==> src/hw/sac_pkg.sv <==
package sac_pkg;

    // ****************************************************************
    // Widths
    // ****************************************************************
    localparam int SAC_ADDR_W = 4;
    localparam int SAC_DATA_W = 16;
    localparam int SAC_RES_W  = 10;
    localparam int SAC_ACC_W  = 3;
    localparam int SAC_DIV_W  = 3;
    localparam int SAC_REF_W  = 2;
    localparam int SAC_SDLY_W = 4;
    localparam int SAC_SLEN_W = 5;
    localparam int SAC_CH_W   = 5;
    localparam int SAC_PCNT_W = 9;
    localparam int SAC_CYC_W  = 6;
    localparam int SAC_NSMP_W = 7;

    // ****************************************************************
    // Register offsets
    // ****************************************************************
    localparam logic [SAC_ADDR_W-1:0] SAC_OFS_CTRL    = 4'h0;
    localparam logic [SAC_ADDR_W-1:0] SAC_OFS_ACCUM   = 4'h1;
    localparam logic [SAC_ADDR_W-1:0] SAC_OFS_DIVIDER = 4'h2;
    localparam logic [SAC_ADDR_W-1:0] SAC_OFS_REFSRC  = 4'h3;
    localparam logic [SAC_ADDR_W-1:0] SAC_OFS_SDELAY  = 4'h4;
    localparam logic [SAC_ADDR_W-1:0] SAC_OFS_SLENGTH = 4'h5;
    localparam logic [SAC_ADDR_W-1:0] SAC_OFS_CHANNEL = 4'h6;
    localparam logic [SAC_ADDR_W-1:0] SAC_OFS_COMMAND = 4'h7;
    localparam logic [SAC_ADDR_W-1:0] SAC_OFS_EVENT   = 4'h8;
    localparam logic [SAC_ADDR_W-1:0] SAC_OFS_INTEN   = 4'h9;
    localparam logic [SAC_ADDR_W-1:0] SAC_OFS_FLAGS   = 4'hA;
    localparam logic [SAC_ADDR_W-1:0] SAC_OFS_RESULT  = 4'hB;
    localparam logic [SAC_ADDR_W-1:0] SAC_OFS_STATUS  = 4'hC;

    // ****************************************************************
    // Field positions
    // ****************************************************************
    localparam int SAC_CTRL_EN_BIT     = 0;
    localparam int SAC_CTRL_CONT_BIT   = 1;
    localparam int SAC_CTRL_RES8_BIT   = 2;
    localparam int SAC_CTRL_DEBUG_KEEP_RUNNING_BIT = 3;
    localparam int SAC_STAT_CH_LSB     = 8;

    // ****************************************************************
    // Timing constants and limits
    // ****************************************************************
    localparam logic [SAC_CYC_W-1:0]  SAC_SAMPLE_BASE = 6'h02;
    localparam logic [SAC_CYC_W-1:0]  SAC_SAR_CYC     = 6'h0B;
    localparam logic [SAC_ACC_W-1:0]  SAC_ACC_MAX     = 3'h6;
    localparam logic [SAC_PCNT_W-1:0] SAC_DIV_HALF_MIN = 9'h002;
    localparam logic [SAC_RES_W-1:0]  SAC_RES_MAX     = 10'h3FF;

    // ****************************************************************
    // Types
    // ****************************************************************
    typedef enum logic [1:0] {
        SAC_IDLE = 2'b00,
        SAC_WAIT = 2'b01,
        SAC_CONV = 2'b11
    } sac_phase_t;

    typedef struct packed {
        logic [SAC_ADDR_W-1:0] addr;
        logic [SAC_DATA_W-1:0] wdata;
        logic                  wr;
        logic                  rd;
    } sac_bus_req_t;

    typedef struct packed {
        logic                 enable;
        logic                 sample;
        logic [SAC_RES_W-1:0] trial;
        logic [SAC_CH_W-1:0]  channel;
        logic [SAC_REF_W-1:0] reference;
    } sac_analog_t;

    typedef struct packed {
        logic                  enable;
        logic                  continuous_mode;
        logic                  resolution_select;
        logic                  debug_keep_running;
        logic [SAC_ACC_W-1:0]  accumulation_count;
        logic [SAC_DIV_W-1:0]  clock_divider_select;
        logic [SAC_REF_W-1:0]  reference_select;
        logic [SAC_SDLY_W-1:0] sample_delay;
        logic [SAC_SLEN_W-1:0] sample_length;
        logic [SAC_CH_W-1:0]   input_channel_select;
        logic                  event_start_enable;
        logic                  ready_int_enable;
    } sac_cfg_t;

    typedef struct packed {
        sac_cfg_t              cfg;
        sac_phase_t            phase;
        logic                  start_conversion_cmd;
        logic                  result_ready_flag;
        logic [SAC_DATA_W-1:0] conversion_result;
        logic [SAC_DATA_W-1:0] acc;
        logic [SAC_PCNT_W-1:0] pcnt;
        logic [SAC_CYC_W-1:0]  cyc;
        logic [SAC_NSMP_W-1:0] nsamp;
        logic [SAC_RES_W-1:0]  sar;
        logic [SAC_CH_W-1:0]   ch_act;
        logic [SAC_REF_W-1:0]  ref_act;
        logic                  sample;
        logic [SAC_DATA_W-1:0] rd_data;
        logic                  irq;
        logic                  ev_s1;
        logic                  ev_s2;
        logic                  ev_prev;
        logic                  cmp_s1;
        logic                  cmp_s2;
    } sac_state_t;

    localparam sac_state_t SAC_STATE_RST = '0;

endpackage

==> src/hw/sac_ctrl.sv <==
`timescale 1ns/1ps
`default_nettype none

// Overview of operation
// - Writing one to start begins a conversion; bit stays one, single mode clears it.
// - A channel change during a conversion waits until that conversion finishes.
// - Result ready is set when the single sample or whole accumulation finishes.
// - Interrupt request only when flag set, enable one and global enable one.
// - Flag is set on completion even with its interrupt disabled.
// - With event start enabled, an incoming event triggers a conversion unless one is already pending or running.
// - Event input is edge sensitive and sets the start bit, which single mode clears at completion.
// - Continuous mode: software starts first, later conversions follow immediately, each sets ready.
// - Prescaler counts while a conversion waits or runs, holds during debug halt, and is held at zero while idle.
// - Conversion starts on next converter clock edge; latency half divider plus two.
// - Normal conversion is 13 converter cycles, capture two cycles after start.
// - Completion loads result and sets flag; read of result or writing one clears it.
// - Sampling phase lasts two plus sample delay plus sample length cycles.
// - Back-to-back continuous conversions take 13 plus delay plus length cycles.
// - Channel and reference are shadowed and copied continuously while no conversion runs.
// - Active selection frozen during conversion; updates resume in its final cycle.
// - Input above reference gives the full-scale code 0x3FF.
// - Debug halt stops the converter unless debug keep running is set.
// - The ten-bit result is right aligned in the result register.
// - Channel and reference selections take effect only once enabled.
module sac_ctrl (
    // Clock and reset.
    input  wire  logic                                clk_sys_in,
    input  wire  logic                                reset_in,
    // Register port.
    input  wire  sac_pkg::sac_bus_req_t               bus_in,
    output logic [sac_pkg::SAC_DATA_W-1:0]            rd_data_out,
    // System signals.
    input  wire  logic                                event_in,
    input  wire  logic                                global_int_enable_in,
    input  wire  logic                                debug_halt_in,
    output logic                                      irq_out,
    // Analog core.
    input  wire  logic                                cmp_in,
    output var   sac_pkg::sac_analog_t                analog_out
);
    import sac_pkg::*;

    // ****************************************************************
    // Helper functions
    // ****************************************************************
    // Half of the converter clock division factor, which runs from 4 to 512.
    function automatic logic [SAC_PCNT_W-1:0] div_half(input logic [SAC_DIV_W-1:0] sel);
        div_half = SAC_DIV_HALF_MIN << sel;
    endfunction

    // Index of the last sample of one accumulation sequence.
    function automatic logic [SAC_NSMP_W-1:0] last_sample(input logic [SAC_ACC_W-1:0] n);
        logic [SAC_ACC_W-1:0] c;
        c = (n > SAC_ACC_MAX) ? SAC_ACC_MAX : n;
        last_sample = SAC_NSMP_W'((8'h01 << c) - 8'h01);
    endfunction

    // ****************************************************************
    // State
    // ****************************************************************
    sac_state_t              s_ff;
    sac_state_t              nxt_s;
    logic                    run;
    logic                    tick;
    logic                    pre_tick;
    logic                    ev_edge;
    logic                    done;
    logic                    lock;
    logic [SAC_PCNT_W-1:0]   half;
    logic [SAC_PCNT_W-1:0]   wrap;
    logic [SAC_CYC_W-1:0]    samp_len;
    logic [SAC_CYC_W-1:0]    last_cyc;
    logic [SAC_CYC_W-1:0]    cyc_next;
    logic [3:0]              bpos_cur;
    logic [3:0]              bpos_next;
    logic [SAC_DATA_W-1:0]   sum;

    always_comb begin
        nxt_s    = s_ff;
        done     = 1'b0;
        half     = div_half(s_ff.cfg.clock_divider_select);
        wrap     = SAC_PCNT_W'((10'(half) << 1) - 10'h001);
        samp_len = SAC_SAMPLE_BASE + SAC_CYC_W'(s_ff.cfg.sample_delay)
                   + SAC_CYC_W'(s_ff.cfg.sample_length);
        last_cyc = samp_len + SAC_SAR_CYC - 6'h01;
        cyc_next = s_ff.cyc + 6'h01;
        bpos_cur  = 4'h9 - 4'(s_ff.cyc - samp_len);
        bpos_next = 4'h9 - 4'(cyc_next - samp_len);
        sum      = s_ff.acc + SAC_DATA_W'(s_ff.sar);
        run      = !(debug_halt_in && !s_ff.cfg.debug_keep_running);
        tick     = run && (s_ff.phase != SAC_IDLE) && (s_ff.pcnt == half);
        pre_tick = run && (s_ff.pcnt == half - 9'h001);

        // ****************************************************************
        // Synchronisers
        // ****************************************************************
        nxt_s.ev_s1   = event_in;
        nxt_s.ev_s2   = s_ff.ev_s1;
        nxt_s.ev_prev = s_ff.ev_s2;
        nxt_s.cmp_s1  = cmp_in;
        nxt_s.cmp_s2  = s_ff.cmp_s1;
        ev_edge       = s_ff.ev_s2 && !s_ff.ev_prev;

        // ****************************************************************
        // Register writes
        // ****************************************************************
        if (bus_in.wr) begin
            case (bus_in.addr)
                SAC_OFS_CTRL: begin
                    nxt_s.cfg.enable             = bus_in.wdata[SAC_CTRL_EN_BIT];
                    nxt_s.cfg.continuous_mode    = bus_in.wdata[SAC_CTRL_CONT_BIT];
                    nxt_s.cfg.resolution_select  = bus_in.wdata[SAC_CTRL_RES8_BIT];
                    nxt_s.cfg.debug_keep_running = bus_in.wdata[SAC_CTRL_DEBUG_KEEP_RUNNING_BIT];
                end
                SAC_OFS_ACCUM:   nxt_s.cfg.accumulation_count   = bus_in.wdata[SAC_ACC_W-1:0];
                SAC_OFS_DIVIDER: nxt_s.cfg.clock_divider_select = bus_in.wdata[SAC_DIV_W-1:0];
                SAC_OFS_REFSRC:  nxt_s.cfg.reference_select     = bus_in.wdata[SAC_REF_W-1:0];
                SAC_OFS_SDELAY:  nxt_s.cfg.sample_delay         = bus_in.wdata[SAC_SDLY_W-1:0];
                SAC_OFS_SLENGTH: nxt_s.cfg.sample_length        = bus_in.wdata[SAC_SLEN_W-1:0];
                SAC_OFS_CHANNEL: nxt_s.cfg.input_channel_select = bus_in.wdata[SAC_CH_W-1:0];
                SAC_OFS_COMMAND: begin
                    if (bus_in.wdata[0] && s_ff.cfg.enable) begin
                        nxt_s.start_conversion_cmd = 1'b1;
                    end
                end
                SAC_OFS_EVENT:   nxt_s.cfg.event_start_enable = bus_in.wdata[0];
                SAC_OFS_INTEN:   nxt_s.cfg.ready_int_enable   = bus_in.wdata[0];
                SAC_OFS_FLAGS: begin
                    if (bus_in.wdata[0]) begin
                        nxt_s.result_ready_flag = 1'b0;
                    end
                end
                default: ;
            endcase
        end

        // ****************************************************************
        // Register reads
        // ****************************************************************
        nxt_s.rd_data = '0;
        if (bus_in.rd) begin
            case (bus_in.addr)
                SAC_OFS_CTRL:    nxt_s.rd_data = SAC_DATA_W'({s_ff.cfg.debug_keep_running,
                                                  s_ff.cfg.resolution_select,
                                                  s_ff.cfg.continuous_mode, s_ff.cfg.enable});
                SAC_OFS_ACCUM:   nxt_s.rd_data = SAC_DATA_W'(s_ff.cfg.accumulation_count);
                SAC_OFS_DIVIDER: nxt_s.rd_data = SAC_DATA_W'(s_ff.cfg.clock_divider_select);
                SAC_OFS_REFSRC:  nxt_s.rd_data = SAC_DATA_W'(s_ff.cfg.reference_select);
                SAC_OFS_SDELAY:  nxt_s.rd_data = SAC_DATA_W'(s_ff.cfg.sample_delay);
                SAC_OFS_SLENGTH: nxt_s.rd_data = SAC_DATA_W'(s_ff.cfg.sample_length);
                SAC_OFS_CHANNEL: nxt_s.rd_data = SAC_DATA_W'(s_ff.cfg.input_channel_select);
                SAC_OFS_COMMAND: nxt_s.rd_data = SAC_DATA_W'(s_ff.start_conversion_cmd);
                SAC_OFS_EVENT:   nxt_s.rd_data = SAC_DATA_W'(s_ff.cfg.event_start_enable);
                SAC_OFS_INTEN:   nxt_s.rd_data = SAC_DATA_W'(s_ff.cfg.ready_int_enable);
                SAC_OFS_FLAGS:   nxt_s.rd_data = SAC_DATA_W'(s_ff.result_ready_flag);
                SAC_OFS_RESULT: begin
                    nxt_s.rd_data           = s_ff.conversion_result;
                    nxt_s.result_ready_flag = 1'b0;
                end
                SAC_OFS_STATUS: begin
                    nxt_s.rd_data = SAC_DATA_W'(s_ff.phase != SAC_IDLE);
                    nxt_s.rd_data[SAC_STAT_CH_LSB +: SAC_CH_W] = s_ff.ch_act;
                end
                default:         nxt_s.rd_data = '0;
            endcase
        end

        // ****************************************************************
        // Event trigger
        // ****************************************************************
        if (ev_edge && s_ff.cfg.event_start_enable && s_ff.cfg.enable) begin
            nxt_s.start_conversion_cmd = 1'b1;
        end

        // ****************************************************************
        // Prescaler and conversion sequencer
        // ****************************************************************
        if (run && s_ff.phase != SAC_IDLE) begin
            nxt_s.pcnt = (s_ff.pcnt == wrap) ? '0 : s_ff.pcnt + 9'h001;
        end

        unique case (s_ff.phase)
            SAC_IDLE: begin
                // Leaving idle in the write cycle keeps the start latency fixed.
                if (nxt_s.start_conversion_cmd && run) begin
                    nxt_s.phase = SAC_WAIT;
                end
            end
            SAC_WAIT: begin
                if (tick) begin
                    nxt_s.phase = SAC_CONV;
                    nxt_s.cyc   = '0;
                    nxt_s.sar   = '0;
                end
            end
            SAC_CONV: begin
                if (tick) begin
                    if (s_ff.cyc == last_cyc) begin
                        nxt_s.cyc = '0;
                        nxt_s.sar = '0;
                        if (s_ff.nsamp == last_sample(s_ff.cfg.accumulation_count)) begin
                            nxt_s.conversion_result = sum;
                            nxt_s.acc   = '0;
                            nxt_s.nsamp = '0;
                            done        = 1'b1;
                            if (!s_ff.cfg.continuous_mode) begin
                                nxt_s.start_conversion_cmd = 1'b0;
                                nxt_s.phase = SAC_IDLE;
                            end
                        end else begin
                            nxt_s.acc   = sum;
                            nxt_s.nsamp = s_ff.nsamp + 7'h01;
                        end
                    end else begin
                        nxt_s.cyc = cyc_next;
                        if (cyc_next >= samp_len && cyc_next < last_cyc) begin
                            nxt_s.sar[bpos_next] = 1'b1;
                        end
                    end
                end else if (pre_tick && s_ff.cyc >= samp_len && s_ff.cyc < last_cyc) begin
                    // A low decision drops the trial bit; full scale keeps every bit.
                    if (!s_ff.cmp_s2) begin
                        nxt_s.sar[bpos_cur] = 1'b0;
                    end
                end
            end
            default: nxt_s.phase = SAC_IDLE;
        endcase

        if (!nxt_s.cfg.enable) begin
            nxt_s.phase                = SAC_IDLE;
            nxt_s.start_conversion_cmd = 1'b0;
            nxt_s.cyc                  = '0;
            nxt_s.nsamp                = '0;
            nxt_s.acc                  = '0;
            nxt_s.sar                  = '0;
        end
        if (nxt_s.phase == SAC_IDLE) begin
            nxt_s.pcnt = '0;
        end

        // Completion overrides a clear made in the same cycle.
        if (done) begin
            nxt_s.result_ready_flag = 1'b1;
        end

        // ****************************************************************
        // Channel and reference selection
        // ****************************************************************
        lock = (nxt_s.phase == SAC_CONV) && (nxt_s.cyc != last_cyc);
        if (nxt_s.cfg.enable && !lock) begin
            nxt_s.ch_act  = nxt_s.cfg.input_channel_select;
            nxt_s.ref_act = nxt_s.cfg.reference_select;
        end

        nxt_s.sample = (nxt_s.phase == SAC_CONV) && (nxt_s.cyc < samp_len);
        nxt_s.irq    = nxt_s.result_ready_flag && nxt_s.cfg.ready_int_enable
                       && global_int_enable_in;
    end

    always_ff @(posedge clk_sys_in) begin
        if (reset_in) begin
            s_ff <= SAC_STATE_RST;
        end else begin
            s_ff <= nxt_s;
        end
    end

    // ****************************************************************
    // Outputs
    // ****************************************************************
    assign rd_data_out          = s_ff.rd_data;
    assign irq_out              = s_ff.irq;
    assign analog_out.enable    = s_ff.cfg.enable;
    assign analog_out.sample    = s_ff.sample;
    assign analog_out.trial     = s_ff.sar;
    assign analog_out.channel   = s_ff.ch_act;
    assign analog_out.reference = s_ff.ref_act;

endmodule

`default_nettype wire

==> config.mk <==
export PLATFORM = sky130hd
export DESIGN_NAME = sac_ctrl
export DESIGN_NICKNAME = d
export VERILOG_FILES = /design/src/hw/sac_pkg.sv /design/src/hw/sac_ctrl.sv
export SDC_FILE = /design/constraint.sdc
export NUM_CORES = 1
export LEC_CHECK = 0
export ABC_AREA = 1
export BUFFER_PORTS_ARGS = -buffer_cell sky130_fd_sc_hd__buf_2
export CAP_MARGIN = 20
export CORE_AREA = 2 2 155 157
export CTS_BUF_LIST = sky130_fd_sc_hd__clkbuf_4
export DETAILED_ROUTE_END_ITERATION = 12
export DIE_AREA = 0 0 157 159
export MAX_ROUTING_LAYER = met4
export PLACE_DENSITY_LB_ADDON = 0.15
export SLEW_MARGIN = 0
export SYNTH_ARGS = -nofsm -noshare
export SYNTH_HDL_FRONTEND = slang
export SYNTH_SLANG_ARGS = --single-unit
==> constraint.sdc <==
create_clock -name clk_sys_in -period 6.9 [get_ports clk_sys_in]
set_input_delay 1.035 -clock clk_sys_in [delete_from_list [all_inputs] [get_ports clk_sys_in]]
set_output_delay 1.035 -clock clk_sys_in [all_outputs]
set_load 0.05 [all_outputs]
==> results of run 1 <==
## flip-flops by register name, indices dropped and copies added (netlist names)
register,cells
rd_data_out,16
analog_out,19
nxt_s,3
s_ff,87
irq_out,1
## power by group through the flow
stage | Combinational (W) | Sequential (W) | Clock (W)
final | 0.000123 | 0.000738 | 0.000587
after global routing | 0.000139 | 0.000739 | 0.000635
after CTS | 0.000124 | 0.000738 | 0.000606
after detailed placement | 0.000123 | 0.000754 | 0
after global placement | 0.000123 | 0.000754 | 0
after floorplan | 0.0000910 | 0.000752 | 0
## cell families (layout without fill, tap and decap cells)
logic type / count (synthesis) / in the layout
AND/OR/NAND/NOR: 470 / 470
buffers and inverters: 208 / 228
AO/OA/AOI/OAI: 194 / 194
flip-flops: 126 / 126
adder cells (fa/ha/maj): 66 / 66
XOR/XNOR: 42 / 42
multiplexers: 3 / 3
other: 0 / 2
## critical path, delay by kind of cell, from the launching register on
kind / cells / cell delay (ns)
AO/OA/AOI/OAI: 2 / 0.30
AND/OR/NAND/NOR: 13 / 1.92
flip-flops: 1 / 0.37
XOR/XNOR: 1 / 0.37
adder cells (fa/ha/maj): 6 / 1.94
buffers and inverters: 3 / 0.18
## metal layers
metal / vias up / wire (um) / track usage (%)
li1: 3602 / - / -
met1: 3069 / 10600 / 25.2
met2: 100 / 9560 / 27.7
met3: 11 / 728 / 3.13
met4: 0 / 148 / 3.04
met5: - / 0 / -
## final cells by class
cell class | instances | area share [%]
Antenna cell | 2 | 0.0585
Clock buffer | 17 | 1.49
Clock inverter | 15 | 2.24
Inverter | 141 | 6.19
Multi-Input combinational cell | 775 | 52.6
Sequential cell | 126 | 29.5
Tap cell | 319 | 4.66
Timing Repair Buffer | 55 | 3.30
## worst min-delay path by stage
stage                     startpoint        to  cells past startpoint
final                       nxt_s[0]   s_ff[0]                      2
after global routing        nxt_s[3]  nxt_s[2]                      2
after CTS                   nxt_s[0]   s_ff[0]                      2
after detailed placement    nxt_s[3]  nxt_s[2]                      2
after floorplan             nxt_s[3]  nxt_s[2]                      2
after global placement      nxt_s[0]   s_ff[0]                      2
## layout by cell type, fill, tap and decap left out, drive strengths merged, types with 3 or more instances in the layout
| cell | synthesis | layout |
|---|---|---|
| nand2 | 220 | 220 |
| xnor2 | 11 | 11 |
| a31oi | 4 | 4 |
| o2111ai | 5 | 5 |
| a21oi | 100 | 100 |
| nand4 | 11 | 11 |
| dfxtp | 126 | 126 |
| clkbuf | 16 | 17 |
| nor4 | 4 | 4 |
| a211oi | 9 | 9 |
| inv | 140 | 150 |
| mux2i | 3 | 3 |
| nor3 | 21 | 21 |
| nand3 | 67 | 67 |
| a221oi | 4 | 4 |
| nand3b | 3 | 3 |
| o21ai | 50 | 50 |
| xor2 | 31 | 31 |
| nor2 | 138 | 138 |
| fa | 8 | 8 |
| ha | 58 | 58 |
| o211ai | 6 | 6 |
| o22ai | 6 | 6 |
| buf | 51 | 55 |
## metrics by stage
step	total power [W]	instance area, um^2	cells	utilization, %
3_3_place_gp	0.000877	8230	1416	35.5
5_1_grt	0.00151	8560	1450	36.9
3_5_place_dp	0.000877	8230	1416	35.5
2_1_floorplan	0.000843	7990	1109	-
4_1_cts	0.00147	8550	1448	36.9
6_report	0.00145	8560	1450	36.9
==> metrics.cfg, run 1 <==
[floorplanning]
core-area_mm2=0.0232
dieArea_mm2=0.0250
start_util_pct=34.4
die_w_um=157
io_pins=64
num_rows=56
die_y_um=159

[setup_path]
r2r_setup_slack_ns=1.69
crit_path_max_fanout=14
cp_common_cell=nor2_1
critPathMaxStageDelay_ns=0.64
cp-start-kind=register
reg2reg_depth=25
critical_path.startpoint=s_ff[111]
regToRegEndpoint=analog_out[3]
end_kind=register
r2r_start=s_ff[111]
critPathKind=register to register
cp_data_required_time_ns=7.34
slowest_stage=fa_1
cp-endpoint=analog_out[3]
crit_arrival_ns=5.65

[logic_synthesis]
ys_seq_area_share_pct=31.6
yosysTopAreaCell=dfxtp_1
synth_nets=1203
ys_seq_elements=126
synth_top_area_share_pct=31.6
synth_ff_type=dfxtp_1
synth_xor_area_share_pct=4.61
synthMuxAreaShare_pct=0.376
yosys.area_share.adder_pct=11.1
netlist_instances=1109
synth-compound-area-share_pct=14.1
synth_simple_gate_area_share_pct=26.1
synth_warnings=0
synth-edff-count=0
synth_commonest_cells=208 x nand2_1, 130 x inv_1, 126 x dfxtp_1, 122 x nor2_1, 92 x a21oi_1
synth.most_common_cell=nand2_1
synth_top_family_by_area=simple AND/OR/NAND/NOR gates
synth_cell_types=51
async_flop_share_pct=0
synth.avg_cell_area_um2=7.20
synth.area.top_cells=dfxtp_1 32%, nand2_1 9.8%, ha_1 9.1%
synth_area_mm2=0.00799

[sta]
rsz0062_at_grt=no
fin_ws_ns=1.69
fmax_mhz=192
fin_skew_ns=0.0277
setup-violations-final=0
drv_slew=0
whs_ns=0.413
relSlewSlack_pct=33.4
fin_crit_ns=5.21
setup_tns_ns=0
worst_pin_slew_ns=0.996
hold_viol=0
timing.final.crit_share_pct=75.4

[drt]
num_vias=6782
first_iter_violations=332
dr.pass1.iters=5
ant_nets=0
via_per_inst=4.68
wl_per_cell_um=14.5
drc=0
routed_wirelength_um=21000

[finish]
fill_cells=2555
regArea_mm2=0.00252
fin_nets=1210
syn_to_final_growth_pct=7.16
multiInputGateArea_mm2=0.00450
final_layout_size_suffix_gt1_share_pct=12.8

[clocking]
post_cts_buffers=0
clk_latency_ns=0.56
numCtsBuffers=17
cts_max_level=4
cts_root_buf=clkbuf_4
cts_tree=yes
postCtsHoldBufs=0
clockBufferDepth=2
cts_resized=0
cts.clk_slew.worst_paths_ns=0.14
cts.sinks=126

[run_status]
status=complete, no violations

[placement]
gp_congestion=0.846
io_buffers=52
dpl_worst_slack_ns=1.73
dp_hpwl_um=16100

[job]
drv_cap=0

[global_route]
grt.overflow.total=0
grt_pass1_vias=6494
grt_pass1_wl_um=34500
grt_antenna_before_repair=1
grt.total_usage_pct=18.0
grt_max_degree=34

[power_and_ir_drop]
power_frac_clock_pct=40.5
power_leakage_nw=3.65
peakVddDrop_mv=0.0948
p_int_w=0.00101
power.density_mw_per_mm2=169
seq_power_share_pct=51.0
switching_share_pct=30.5
p_switching_w=0.000441
pwr-share-comb_pct=8.5

[min_path]
hold_path.class=register to register

Power figures use the tool's default switching activity.
==> run 2: changes to the inputs <==
clock period = 5.2 ns   (was 6.9 ns; I/O delays follow)
==> run 2 against run 1 <==
  * Sequential share of layout area shrank 0.077 points
  * First-iteration DRC count fell by 22%
  * Final area grew 0.26%
  * Non-clock buffer count increased by 6
  * Critical endpoint unchanged
  * Largest power group unchanged
  * Highest routed layer unchanged
==> metrics.cfg, run 2 (synthesized netlist as in run 1, its figures left out) <==
[finish]
final_cell_mix=208 x nand2_1, 130 x inv_1, 126 x dfxtp_1
layout_commonest_cell=nand2_1
largest_register_ffs=87
syn_to_final_growth_pct=7.44
top_register=s_ff
fin_area_mm2=0.00858
final_layout_size_suffix_gt1_share_pct=13.3
fin_nets=1216

[sta]
timing.final.crit_share_pct=89.1
hold_viol=0
rsz0062_at_grt=no
drv_slew=0
fin_crit_ns=4.63
setup-violations-final=0
setup_tns_ns=0
whs_ns=0.411
worst_pin_slew_ns=0.993
fmax_mhz=216
relSlewSlack_pct=33.6
fin_ws_ns=0.567
fin_skew_ns=0.0265

[setup_path]
crit_arrival_ns=5.08
critPathKind=register to register
critPathMaxStageDelay_ns=0.66
slowest_stage=fa_1
end_kind=register
cp-start-kind=register
cp_data_required_time_ns=5.65
cp_common_cell=nor2_1
crit_path_max_fanout=14

[power_and_ir_drop]
total_power_w=0.00187
power_leakage_nw=3.67
peakVddDrop_mv=0.193
power.density_mw_per_mm2=218

[global_route]
grt_pass1_wl_um=34300
grt_max_degree=34
grt.overflow.total=0
grt_antenna_before_repair=1
grt_pass1_vias=6616
grt.total_usage_pct=17.9

[floorplanning]
die_y_um=159
num_rows=56
io_pins=64
die_w_um=157
start_util_pct=34.4
core-area_mm2=0.0232
dieArea_mm2=0.0250

[placement]
dpl_worst_slack_ns=0.612
dp_hpwl_um=16300
io_buffers=52
gp_congestion=0.880
placedInstanceArea_mm2=0.00828

[clocking]
cts_tree=yes
cts.clk_slew.worst_paths_ns=0.13
postCtsHoldBufs=0
clockBufferDepth=2
post_cts_buffers=0
numCtsBuffers=17
cts_root_buf=clkbuf_4
cts_resized=0
cts.sinks=126
clk_latency_ns=0.55
cts_max_level=4

[drt]
dr.pass1.iters=5
drc=0
via_per_inst=4.70
ant_nets=0
wl_per_cell_um=14.4
num_vias=6836
routed_wirelength_um=20900
first_iter_violations=260

[run_status]
status=complete, no violations

[job]
drv_cap=0

[min_path]
hold_path.class=register to register

## run 2: worst paths after layout
| path | from | cells after the start | slack (ns) | endpoint |
|---|---|---|---|---|
| setup / recovery | s_ff[111] | 25 | 0.57 | analog_out[3] |
| hold reg to reg | nxt_s[0] | 2 | 0.41 | s_ff[0] |
| setup reg to reg | s_ff[111] | 25 | 0.57 | analog_out[3] |
| hold / removal | nxt_s[0] | 2 | 0.41 | s_ff[0] |
## run 2: routing by layer
metal,vias to the layer above,GRT usage (%),wire (um)
li1,3620,-,-
met1,3080,24.4,10200
met2,118,27.7,9540
met3,18,3.29,912
met4,0,3.75,217
met5,-,-,0
## run 2: area by class of cell
| class | count | area, um^2 |
|---|---|---|
| Inverter | 141 | 529 |
| Fill cell | 2502 | 14600 |
| Timing Repair Buffer | 61 | 328 |
| Sequential cell | 126 | 2520 |
| Tap cell | 319 | 399 |
| Multi-Input combinational cell | 775 | 4500 |
| Antenna cell | 1 | 2.50 |
| Clock buffer | 17 | 128 |
| Clock inverter | 15 | 171 |
## run 2: through the flow
stage               std cells  util, %
global route             1455     37.0
global placement         1422     35.7
CTS                      1454     37.0
detailed placement       1422     35.7
finish                   1455     37.0
floorplan                1109        -
## run 2: critical path: cells and delay by family (launching register included)
| kind | cells | cell delay [ns] |
|---|---|---|
| buf+inv | 3 | 0.17 |
| fa+ha+maj | 6 | 1.96 |
| simple gates | 13 | 1.39 |
| compound gates | 2 | 0.28 |
| flops | 1 | 0.35 |
| xor+xnor | 1 | 0.37 |
## run 2: where the power goes
| group | switching (W) | leakage [nW] | internal [W] |
|---|---|---|---|
| sequential | 0.00000624 | 1.02 | 0.000972 |
| clock | 0.000463 | 0.154 | 0.000265 |
| combinational | 0.000113 | 2.50 | 0.0000500 |
==> run 3: changes to the inputs <==
ABC_AREA = default   (was 1)
CORE_AREA = 2 2 156 158   (was 2 2 155 157)
CTS_CLUSTER_SIZE = 10   (was default)
DIE_AREA = 0 0 158 160   (was 0 0 157 159)
==> run 3 against run 2 <==
  * Combinational power decreased by 21%
  * Non-clock buffer count increased by 18
  * Register-to-register slack got worse by 0.29 ns
  * Sequential power decreased by 0.5%
  * Sequential cell count unchanged
  * Final area increased by 4.5%
==> metrics.cfg, run 3 <==
[sta]
setup_tns_ns=0
fin_crit_ns=4.92
worst_pin_slew_ns=0.907
rsz0062_at_grt=no
hold_viol=0
setup-violations-final=0
relSlewSlack_pct=39.1
fin_skew_ns=0.0186
timing.final.crit_share_pct=94.7
fmax_mhz=203
drv_slew=0

[logic_synthesis]
async_flop_share_pct=0
synth_cell_types=81
synth_simple_gate_area_share_pct=21.7
synth.area.top_cells=dfxtp_1 31%, ha_1 8.9%, nor2_1 5.9%
synth_xor_area_share_pct=5.24
synth-compound-area-share_pct=18.4
yosys.area_share.adder_pct=10.8
synth-edff-count=0
yosysTopAreaCell=dfxtp_1
netlist_instances=995
synth_warnings=0
synth_area_mm2=0.00819
synth.most_common_cell=nor2_1
synth_top_family_by_area=simple AND/OR/NAND/NOR gates
synth_top_area_share_pct=30.8
synthMuxAreaShare_pct=5.36
ys_seq_elements=126
synth_commonest_cells=128 x nor2_1, 126 x dfxtp_1, 78 x nand2_1, 65 x a21oi_1, 58 x ha_1
ys_seq_area_share_pct=30.8
synth.avg_cell_area_um2=8.23
synth_nets=1089
synth_ff_type=dfxtp_1

[finish]
largest_register_ffs=87
final_layout_size_suffix_gt1_share_pct=14.3
multiInputGateArea_mm2=0.00506
syn_to_final_growth_pct=9.44
fin_area_mm2=0.00896
top_register=s_ff
fill_cells=2534
fin_nets=1096
regArea_mm2=0.00252
layout_commonest_cell=nor2_1
final_cell_mix=128 x nor2_1, 124 x dfxtp_1, 77 x nand2_1

[setup_path]
slowest_stage=fa_1
end_kind=register
cp_data_required_time_ns=5.65
crit_path_max_fanout=7
critPathKind=register to register
cp_common_cell=ha_1
cpLargestDelayFamily=adder cells
critPathMaxStageDelay_ns=0.56
cp-start-kind=register
crit_path_cell_trace=inv_1 > ha_1 > inv_1 > ha_2 > fa_1 > ha_2 > o21ai_1 > mux2i_1 > xor2_1 > ha_1 > nand2_2 > nor2_1 > nor2b_1 > nand4_1 > a21o_1 > ha_1 > or3b_4 > a31oi_1 > o31a_1 > nand3_2 > o31ai_4 > buf_12 > mux2_2
crit_buf_inv=3
crit_arrival_ns=5.37

[global_route]
grt_antenna_before_repair=1
grt_max_degree=59
grt.total_usage_pct=18.8
grt_pass1_wl_um=36400
grt.overflow.total=0
grt_pass1_vias=6606

[power_and_ir_drop]
power.density_mw_per_mm2=218
peakVddDrop_mv=0.154
power_leakage_nw=3.62

[clocking]
cts.sinks=126
cts_root_buf=clkbuf_4
numCtsBuffers=17
cts_max_level=4
clk_latency_ns=0.55
cts.clk_slew.worst_paths_ns=0.14
cts_tree=yes
postCtsHoldBufs=0
clockBufferDepth=2

[placement]
io_buffers=52
gp_congestion=0.860
dp_hpwl_um=16300
placedInstanceArea_mm2=0.00857

[drt]
drc=0
wl_per_cell_um=16.7
routed_wirelength_um=22400
via_per_inst=5.16
first_iter_violations=423
num_vias=6919
dr.pass1.iters=5
ant_nets=0

[floorplanning]
core-area_mm2=0.0238
die_w_um=158
die_y_um=160
dieArea_mm2=0.0253
start_util_pct=34.4
num_rows=57
io_pins=64

[job]
drv_cap=0

[min_path]
hold_path.class=input pin to register

[run_status]
status=complete, no violations

==> run 3: cell count changes after synthesis, moves of 24 or more <==
cell / change
clkbuf_1: +29
inv_1: -92
nor2b_1: +28
nand2_1: -130
a21oi_1: -27
mux2i_1: +24
nand3_1: -24
==> run 3: repair_timing <==
item / 4_1_cts / 5_1_grt
buffers inserted: 0 / 2
gates resized for setup: 0 / 9
endpoints found under the setup margin: 0 / 7
==> run 3: final timing paths <==
path | cells after the start | start | end | slack, ns
worst max-delay path | 23 | s_ff[111] | analog_out[6] | 0.28
worst min-delay path | 2 | cmp_in | nxt_s[0] | 0.43
worst max register to register | 23 | s_ff[111] | analog_out[6] | 0.28
worst min register to register | 1 | nxt_s[3] | nxt_s[2] | 0.46
==> run 3: cell families (layout without fill, tap and decap cells) <==
family / count (synthesis) / count (layout)
buffers and inverters: 129 / 149
adders and majority gates: 66 / 66
DFF: 126 / 126
muxes: 39 / 39
other: 0 / 2
and+or+nand+nor: 365 / 365
AOI/OAI and AO/OA: 221 / 221
xor gates and xnor gates: 49 / 49
==> run 3: power by group <==
part | total, W | switching [W] | leakage [nW] | internal, W
registers | 0.000974 | 0.00000423 | 1.02 | 0.000970
clock network | 0.000850 | 0.000449 | 0.184 | 0.000401
logic | 0.000129 | 0.0000822 | 2.42 | 0.0000464
==> run 3: final cells by class <==
class	instances	area share, %
multi-input combinational	740	56.4
sequential	126	28.2
timing repair buffer	79	5.30
tap	324	4.52
clock inverter	15	2.48
inverter	38	1.59
clock buffer	17	1.42
antenna	2	0.0558
==> run 3: stage by stage <==
step	hold slack, ns	total power [W]	utilization, %	setup WS [ns]	std cells
5_1_grt	0.373	0.00204	37.6	0.0546	1341
2_1_floorplan	0.414	0.00108	-	0.0928	995
6_report	0.434	0.00195	37.6	0.277	1341
3_3_place_gp	0.437	0.00112	36.0	0.146	1305
4_1_cts	0.387	0.00198	37.5	0.0227	1337
3_5_place_dp	0.432	0.00112	36.0	0.0624	1305
==> run 3: worst reg2reg max path: stages (launching register included) <==
cell	delay, ns
dfxtp_2	0.36
inv_1	0.04
ha_1	0.26
inv_1	0.04
ha_2	0.18
fa_1	0.56
ha_2	0.21
o21ai_1	0.07
mux2i_1	0.18
xor2_1	0.22
ha_1	0.29
nand2_2	0.11
nor2_1	0.06
nor2b_1	0.15
nand4_1	0.12
a21o_1	0.19
ha_1	0.27
or3b_4	0.37
a31oi_1	0.16
o31a_1	0.17
nand3_2	0.09
o31ai_4	0.23
buf_12	0.17
mux2_2	0.34
==> run 3: layer usage <==
metal	share of wire, %	GRT usage, %	vias to the layer above
met5	0	-	-
met4	0.72	3.52	0
met3	4.1	3.20	13
met2	43	27.2	167
met1	52	27.6	3258
li1	-	-	3481
